===== src/shared/mlrc_pkg.sv =====
// Constants and types shared by the low-power rate configuration block
package mlrc_pkg;
  // Register addresses on the register port
  localparam logic [7:0] MLRC_ADDR_LPC    = 8'h1e;
  localparam logic [7:0] MLRC_ADDR_WAKE_X = 8'h20;
  localparam logic [7:0] MLRC_ADDR_WAKE_Y = 8'h21;
  localparam logic [7:0] MLRC_ADDR_WAKE_Z = 8'h22;
  localparam logic [7:0] MLRC_ADDR_FIFO   = 8'h23;
  // Field positions of the low-power control register
  localparam int MLRC_LPC_CYCLE_BIT = 7;
  localparam int MLRC_LPC_AVG_MSB   = 6;
  localparam int MLRC_LPC_AVG_LSB   = 4;
  // Writable bits; reserved bits read as zero
  localparam logic [7:0] MLRC_LPC_WMASK  = 8'hf0;
  localparam logic [7:0] MLRC_FIFO_WMASK = 8'hf8;
  // Reset values
  localparam logic [7:0] MLRC_RST_REG = 8'h00;
  localparam logic [7:0] MLRC_RST_DIV = 8'h00;
  // Sample counts at code zero: gyro averaging and accel decimator
  localparam logic [7:0] MLRC_GYRO_AVG_BASE = 8'h01;
  localparam logic [7:0] MLRC_ACC_AVG_BASE  = 8'h04;
  // Source of the output rate
  typedef enum logic [1:0] {
    MLRC_SRC_GYRO,
    MLRC_SRC_ACC,
    MLRC_SRC_ACC_LP
  } mlrc_src_t;
endpackage


===== src/shared/mlrc_div_if.sv =====
// Carrier between the configuration top and its rate divider
`timescale 1ns/10ps
`default_nettype none
interface mlrc_div_if;
  logic       tick_in;
  logic       div_en;
  logic [7:0] div_val;
  logic       tick_out;
  modport cfg (output tick_in, output div_en, output div_val, input tick_out);
  modport div (input tick_in, input div_en, input div_val, output tick_out);
endinterface
`default_nettype wire


===== src/rtl/mlrc_rate_div.sv =====
// Output rate divider: passes one sample tick out of every div_val plus one
`timescale 1ns/10ps
`default_nettype none
module mlrc_rate_div
  import mlrc_pkg::*;
(
  input  wire logic clk,
  input  wire logic rst,
  mlrc_div_if.div   bus
);
  typedef struct packed {
    logic [7:0] cnt;
    logic       tick;
  } mlrc_div_state_t;

  mlrc_div_state_t s_r;
  mlrc_div_state_t s_nxt;

  // Count input ticks; bypass the count when division is off
  always_comb begin
    s_nxt      = s_r;
    s_nxt.tick = 1'b0;
    if (bus.tick_in) begin
      if (!bus.div_en || s_r.cnt >= bus.div_val) begin
        s_nxt.cnt  = MLRC_RST_DIV;
        s_nxt.tick = 1'b1;
      end else begin
        s_nxt.cnt = s_r.cnt + 8'h01;
      end
    end
  end

  // State register
  always_ff @(posedge clk) begin
    if (rst) begin
      s_r <= '0;
    end else begin
      s_r <= s_nxt;
    end
  end

  assign bus.tick_out = s_r.tick;
endmodule
`default_nettype wire


===== src/rtl/mlrc_top.sv =====
// Low-power rate configuration, wake thresholds and deferred FIFO enables
`timescale 1ns/10ps
`default_nettype none
// What this block does
// - With any gyro axis powered, the rate comes from the gyro bypass choice and the low-pass setting, or the averaging while duty cycling.
// - With all gyro axes off and accel normal, the rate comes from accel bypass and low-pass setting.
// - With all gyro axes off and accel low-power, the rate comes from accel bypass and the decimator averaging.
// - Bit 7 of the low-power control register enables gyro duty cycling, set by the host for it.
// - Bits 6 to 4 choose gyro duty-cycle averaging of 1 to 128 samples, doubling per code.
// - While gyro duty cycling runs, gyro filtering follows averaging and ignores the low-pass setting.
// - Three independent 8-bit wake-on-motion thresholds exist for accel X, Y and Z.
// - Written FIFO enables take effect only when the sequence controller is idle.
// - The filtered rate is divided by one plus the 8-bit divider, only at 1 kHz sampling.
// - Decimator averaging codes 0 to 3 average 4, 8, 16 or 32 samples.
module mlrc_top
  import mlrc_pkg::*;
(
  // Clock and reset
  input  wire logic       CLK_SYS,
  input  wire logic       SYS_RST,

  // Register port
  input  wire logic       REG_WR,
  input  wire logic       REG_RD,
  input  wire logic [7:0] REG_ADDR,
  input  wire logic [7:0] REG_WDATA,
  output var  logic [7:0] REG_RDATA,
  output var  logic       REG_RVALID,

  // Sensor power state and filter choices
  input  wire logic [2:0] GYRO_AXIS_ON,
  input  wire logic       ACCEL_LP_MODE,
  input  wire logic       GYRO_BYPASS,
  input  wire logic       ACCEL_BYPASS,
  input  wire logic [2:0] LPF_CFG,
  input  wire logic [1:0] ACCEL_DEC_AVG,

  // Sample timing and sequencer state
  input  wire logic [7:0] RATE_DIV,
  input  wire logic       SAMPLE_1KHZ,
  input  wire logic       SAMPLE_TICK,
  input  wire logic       SEQ_IDLE,

  // Selected rate source and filter settings
  output var  logic [1:0] RATE_SRC,
  output var  logic       FILT_BYPASS,
  output var  logic       FILT_USE_LPF,
  output var  logic [2:0] FILT_LPF_CFG,
  output var  logic [7:0] AVG_SAMPLES,
  output var  logic       GYRO_CYCLE_EN,

  // Thresholds, applied FIFO enables and divided tick
  output var  logic [7:0] WAKE_X_LEVEL,
  output var  logic [7:0] WAKE_Y_LEVEL,
  output var  logic [7:0] WAKE_Z_LEVEL,
  output var  logic [7:0] FIFO_EN_ACTIVE,
  output var  logic       OUT_TICK
);
  // Whole state of the block in one record
  typedef struct packed {
    // Host registers
    logic [7:0] lpc;
    logic [7:0] wake_x;
    logic [7:0] wake_y;
    logic [7:0] wake_z;

    // FIFO enables: written, applied, change pending
    logic [7:0] fifo_pend;
    logic [7:0] fifo_act;
    logic       fifo_chg;

    // Read answer
    logic [7:0] rdata;
    logic       rvalid;

    // Rate selection results
    mlrc_src_t  src;
    logic       bypass;
    logic       use_lpf;
    logic [2:0] lpf;
    logic [7:0] avg;
  } mlrc_top_state_t;

  // Registered state and its next value
  mlrc_top_state_t s_r;
  mlrc_top_state_t s_nxt;

  // Carrier to the rate divider
  mlrc_div_if      div_bus ();

  // Gyro power and duty-cycle controls
  logic       gyro_on;
  logic       gyro_cycle;
  logic [2:0] gyro_avg_sel;

  // Any powered gyro axis makes the gyro the rate source
  assign gyro_on      = |GYRO_AXIS_ON;
  // Duty-cycle enable and averaging code from the low-power control register
  assign gyro_cycle   = s_r.lpc[MLRC_LPC_CYCLE_BIT];
  assign gyro_avg_sel = s_r.lpc[MLRC_LPC_AVG_MSB:MLRC_LPC_AVG_LSB];

  // Register port, deferred FIFO enables and rate source selection
  always_comb begin
    // Hold every register; the read answer lasts one cycle
    s_nxt        = s_r;
    s_nxt.rvalid = 1'b0;

    // FIFO enables move to the active set only at sequencer idle
    // Holding a pending copy keeps a running sequence from seeing a change
    if (SEQ_IDLE && s_r.fifo_chg) begin
      s_nxt.fifo_act = s_r.fifo_pend;
      s_nxt.fifo_chg = 1'b0;
    end

    // Register writes; a write beside an apply re-arms the pending flag
    if (REG_WR) begin
      case (REG_ADDR)
        MLRC_ADDR_LPC:    s_nxt.lpc    = REG_WDATA & MLRC_LPC_WMASK;
        MLRC_ADDR_WAKE_X: s_nxt.wake_x = REG_WDATA;
        MLRC_ADDR_WAKE_Y: s_nxt.wake_y = REG_WDATA;
        MLRC_ADDR_WAKE_Z: s_nxt.wake_z = REG_WDATA;
        MLRC_ADDR_FIFO: begin
          // Reserved low bits are dropped here, so they read as zero
          s_nxt.fifo_pend = REG_WDATA & MLRC_FIFO_WMASK;
          s_nxt.fifo_chg  = 1'b1;
        end
        default: ;
      endcase
    end

    // Register reads answer one cycle later; unmapped reads return zero
    // A read beside a write to the same register returns the old value
    if (REG_RD) begin
      s_nxt.rvalid = 1'b1;
      case (REG_ADDR)
        MLRC_ADDR_LPC:    s_nxt.rdata = s_r.lpc;
        MLRC_ADDR_WAKE_X: s_nxt.rdata = s_r.wake_x;
        MLRC_ADDR_WAKE_Y: s_nxt.rdata = s_r.wake_y;
        MLRC_ADDR_WAKE_Z: s_nxt.rdata = s_r.wake_z;
        MLRC_ADDR_FIFO:   s_nxt.rdata = s_r.fifo_pend;
        default:          s_nxt.rdata = MLRC_RST_REG;
      endcase
    end

    // Rate source: gyro first, then accel low-power, then accel normal
    if (gyro_on) begin
      s_nxt.src    = MLRC_SRC_GYRO;
      s_nxt.bypass = GYRO_BYPASS;
      if (gyro_cycle) begin
        // Duty cycling: averaging depth stands in for the low-pass setting
        s_nxt.use_lpf = 1'b0;
        s_nxt.lpf     = 3'h0;
        s_nxt.avg     = MLRC_GYRO_AVG_BASE << gyro_avg_sel;
      end else begin
        // Continuous gyro: low-pass setting governs, no averaging
        s_nxt.use_lpf = 1'b1;
        s_nxt.lpf     = LPF_CFG;
        s_nxt.avg     = MLRC_GYRO_AVG_BASE;
      end
    end else if (ACCEL_LP_MODE) begin
      // Accel low-power: decimator averaging sets the rate
      s_nxt.src     = MLRC_SRC_ACC_LP;
      s_nxt.bypass  = ACCEL_BYPASS;
      s_nxt.use_lpf = 1'b0;
      s_nxt.lpf     = 3'h0;
      s_nxt.avg     = MLRC_ACC_AVG_BASE << ACCEL_DEC_AVG;
    end else begin
      // Accel normal: low-pass setting governs, no averaging
      s_nxt.src     = MLRC_SRC_ACC;
      s_nxt.bypass  = ACCEL_BYPASS;
      s_nxt.use_lpf = 1'b1;
      s_nxt.lpf     = LPF_CFG;
      s_nxt.avg     = MLRC_GYRO_AVG_BASE;
    end
  end

  // State register
  // Synchronous reset clears every field to zero
  always_ff @(posedge CLK_SYS) begin
    if (SYS_RST) begin
      s_r <= '0;
    end else begin
      s_r <= s_nxt;
    end
  end

  // Divider sees the internal sample tick; division only at 1 kHz sampling
  assign div_bus.tick_in = SAMPLE_TICK;
  // Outside 1 kHz sampling every tick passes
  assign div_bus.div_en  = SAMPLE_1KHZ;
  assign div_bus.div_val = RATE_DIV;

  // Rate divider; its count is kept when the divider value or mode changes
  mlrc_rate_div u_div (
    .clk (CLK_SYS),
    .rst (SYS_RST),
    .bus (div_bus.div)
  );

  // Outputs straight from state flip-flops
  assign REG_RDATA      = s_r.rdata;
  assign REG_RVALID     = s_r.rvalid;

  // Rate source and filter settings
  assign RATE_SRC       = s_r.src;
  assign FILT_BYPASS    = s_r.bypass;
  assign FILT_USE_LPF   = s_r.use_lpf;
  assign FILT_LPF_CFG   = s_r.lpf;
  assign AVG_SAMPLES    = s_r.avg;

  // Duty-cycle enable, thresholds and applied FIFO enables
  assign GYRO_CYCLE_EN  = s_r.lpc[MLRC_LPC_CYCLE_BIT];
  assign WAKE_X_LEVEL   = s_r.wake_x;
  assign WAKE_Y_LEVEL   = s_r.wake_y;
  assign WAKE_Z_LEVEL   = s_r.wake_z;
  assign FIFO_EN_ACTIVE = s_r.fifo_act;

  // Divided sample tick, registered inside the divider
  assign OUT_TICK       = div_bus.tick_out;
endmodule
`default_nettype wire


===== config.mk =====
export PLATFORM = sky130hd
export DESIGN_NAME = mlrc_top
export DESIGN_NICKNAME = d
export VERILOG_FILES = /design/src/shared/mlrc_pkg.sv /design/src/shared/mlrc_div_if.sv /design/src/rtl/mlrc_rate_div.sv /design/src/rtl/mlrc_top.sv
export SDC_FILE = /design/constraint.sdc
export NUM_CORES = 1
export LEC_CHECK = 0
export ABC_CLOCK_PERIOD_IN_PS = 1900
export BUFFER_PORTS_ARGS = -buffer_cell sky130_fd_sc_hd__buf_4
export CAP_MARGIN = 30
export CORE_ASPECT_RATIO = 0.6
export CORE_UTILIZATION = 52
export DETAILED_ROUTE_END_ITERATION = 7
export GPL_ROUTABILITY_DRIVEN = 0
export PLACE_DENSITY = 0.8
export SLEW_MARGIN = 20
export SYNTH_ARGS = -nofsm -noshare
export SYNTH_HDL_FRONTEND = slang
export SYNTH_SLANG_ARGS = --single-unit

===== constraint.sdc =====
create_clock -name CLK_SYS -period 1.9 [get_ports CLK_SYS]
set_input_delay 0.19 -clock CLK_SYS [delete_from_list [all_inputs] [get_ports CLK_SYS]]
set_output_delay 0.19 -clock CLK_SYS [all_outputs]
set_load 0.005 [all_outputs]

==> results.tsv <==
stage	metric	value	unit
grt	largest net degree at the start of global routing	67	
route	final WL	7.558	mm
clock_network	Worst-path clk slew	50	ps
worst_setup_path	Critical Path RT	2130	ps
route	via count	2647	
cells_and_area	post-route cell area	4228	um^2
cells_and_area	layout cells sized above 1	33.89	%
synthesis	Netlist Area Pre-Place	3542	um^2
cells_and_area	most common cell after layout, fill and taps aside	buf_4	
route	total iterations of the first detailed-routing run	4	
placement	Port Buf Inserts	96	
power_and_ir_drop	Leak Pwr	2.018	nW
placement	DP Wirelength	5.401	mm
synthesis	Syn Area/Cell	9.599	um^2
grt	first-pass GRT wire length	11.82	mm
clock_network	CTS H-tree lvls	3	
cells_and_area	Syn-to-layout area delta	19.36	%
cells_and_area	ANT cells	0	
grt	vias in the first global route	2426	
power_and_ir_drop	PwrDens	820.5	nW/um^2
power_and_ir_drop	peak supply drop	0.0004081	V
route	Final ANT Viol Nets	0	
sta	Worst slew margin	53.58	%
synthesis	Post-Syn Instances	369	
route	DRC	0	
synthesis	total number of yosys warnings	0	
sta	clock skew	6.109	ps
worst_setup_path	Arr. time, crit path	2020	ps
synthesis	top post-synthesis cells by area	dfxtp_1 (41%), buf_4 (12%), mux2i_1 (9.3%)	
die	# rows	22	
route	1st-iter DRT viols	108	
synthesis	Seq/Total Area, Yosys	40.69	%
clock_network	clock sink count	72	
synthesis	Synth Register Bits	72	
sta	Slew Limit Fails	0	
sta	RSZ-0062 raised after global routing	no	
sta	worst-margin pin slew	696.3	ps
clock_network	clock latency on the worst-skew pair	330	ps
sta	fin crit period	1790	ps
placement	dpl cells	484	
grt	gr usage total	22.31	%
worst_setup_path	Reg2Reg Setup Slack	110	ps
run_status	outcome	finished clean	
worst_setup_path	Crit Path Category	flip-flop to flip-flop	
worst_setup_path	startpoint types	flip-flop	
die	Core Area	6331	um^2
clock_network	TritonCTS clock tree	built	
synthesis	post-synth top area cell	dfxtp_1	
die	die width	108.6	um
sta	fin crit share	94.21	%
clock_network	Clock Tree Buf Depth	2	
worst_hold_path	Hold Path Class	input pin to flip-flop	
die	Initial Util	55.95	%
route	via/cell ratio	5.294	
route	routed len/inst	15.12	um
die	Die ar.	7157	um^2
die	Die Y	65.93	um
grt	initial antenna violation count	0	
synthesis	top_reg_cell synth	dfxtp_1	
grt	total global routing overflow	0	
sta	endpoints failing setup	0	
placement	area post-placement	3913	um^2
synthesis	Yosys cell types	45	
worst_setup_path	crit end category	flip-flop	
cells_and_area	final core occ	66.78	%
clock_network	CTS Buf Count	9	
sta	final hold violations	0	
sta	fmax	558.6	MHz
synthesis	asr flop ratio synth	0	%
sta	setup TNS	0	ps
cells_and_area	nets@finish	462	
synthesis	area share of the largest cell type after synthesis	40.69	%
cells_and_area	commonest cells after routing, fill and taps aside	buf_4 (99), dfxtp_1 (71), nor2_1 (42)	
worst_setup_path	Worst Path Max Fanout	9	
run	max_cap viols	0	
clock_network	Root Driver	clkbuf_16	
synthesis	Post-synth EDFFs	0	
clock_network	Hold Buf Count CTS	0	
die	Top Ports	100	
cells_and_area	Non-Filler Instances	500	
-- Yosys cell counts, drive strengths merged, types with 4 or more instances --
library cell / number
a211oi: 5
a21oi: 17
a22oi: 4
and2: 7
buf: 63
clkbuf: 7
dfxtp: 72
ha: 9
inv: 9
mux2i: 33
mux4: 5
nand2: 18
nand2b: 6
nand3: 14
nand4: 8
nor2: 43
nor3: 11
xnor2: 4
-- final timing paths --
check / end / from / depth (start not counted)
min: FILT_LPF_CFG[0]$_SDFF_PP0_ / LPF_CFG[0] / 2
min reg2reg: FIFO_EN_ACTIVE[6]$_SDFFE_PP0P_ / FIFO_EN_ACTIVE[6]$_SDFFE_PP0P_ / 2
max reg2reg: u_div.s_r[6]$_SDFFE_PP0P_ / u_div.s_r[7]$_SDFFE_PP0P_ / 5
max: u_div.s_r[6]$_SDFFE_PP0P_ / u_div.s_r[7]$_SDFFE_PP0P_ / 5
-- per-stage QoR --
step	worst slack, ps	power (mW)	hold WS [ps]
after floorplan	238.3	1.699	266.7
after global placement	187.8	1.798	391.6
after detailed placement	95.89	1.804	394.7
after CTS	74.85	3.497	55.14
after global routing	16.35	3.597	57.52
final	110.0	3.469	64.03
-- repair_timing --
item	in CTS	in global routing
gates resized for setup	0	3
hold endpoints to repair	0	0
endpoints found under the setup margin	0	7
buffers inserted	0	0
-- flip-flops by register name, indices dropped and copies added (netlist names), 5 cells and up --
name	count
WAKE_X_LEVEL	8
FIFO_EN_ACTIVE	5
u_div.s_r	8
WAKE_Y_LEVEL	8
AVG_SAMPLES	8
REG_RDATA	8
s_r	6
WAKE_Z_LEVEL	8
-- power by group --
part / internal, mW / total [mW] / switching, mW
registers: 1.53 / 1.54 / 0.00929
clock network: 1.08 / 1.69 / 0.612
logic: 0.116 / 0.237 / 0.120
total: 2.73 / 3.47 / 0.742
-- final cells by class --
class,count,area (um^2)
Fill cell,522,2103
Multi-Input combinational cell,220,1595
Sequential cell,72,1443
Timing Repair Buffer,99,743.2
Clock buffer,11,252.7
Tap cell,84,105.1
Clock inverter,5,55.05
Inverter,9,33.78
-- cell families after synthesis --
group	Yosys count	synth area share [%]
simple gates	125	18.83
mux	38	12.50
other cells	1	0.1059
compound gates	38	8.301
buf+inv	79	14.66
flops	72	40.69
fa+ha+maj	9	3.179
xor+xnor	7	1.731
-- worst max-delay path: stages (launching register included) --
cell and delay (ps):
dfxtp_1 380, ha_1 270, and3_1 180, a221o_1 370, a22o_2 290, nor3_1 200
-- per-layer routing --
metal / track usage [%] / vias up / wire length, um
met4: 5.236 / 0 / 24
met1: 30.05 / 1243 / 3599
met5: 0 / - / 0
met3: 7.882 / 2 / 632
met2: 34.10 / 100 / 3302
li1: - / 1302 / -
(Power assumes the default switching activity.)
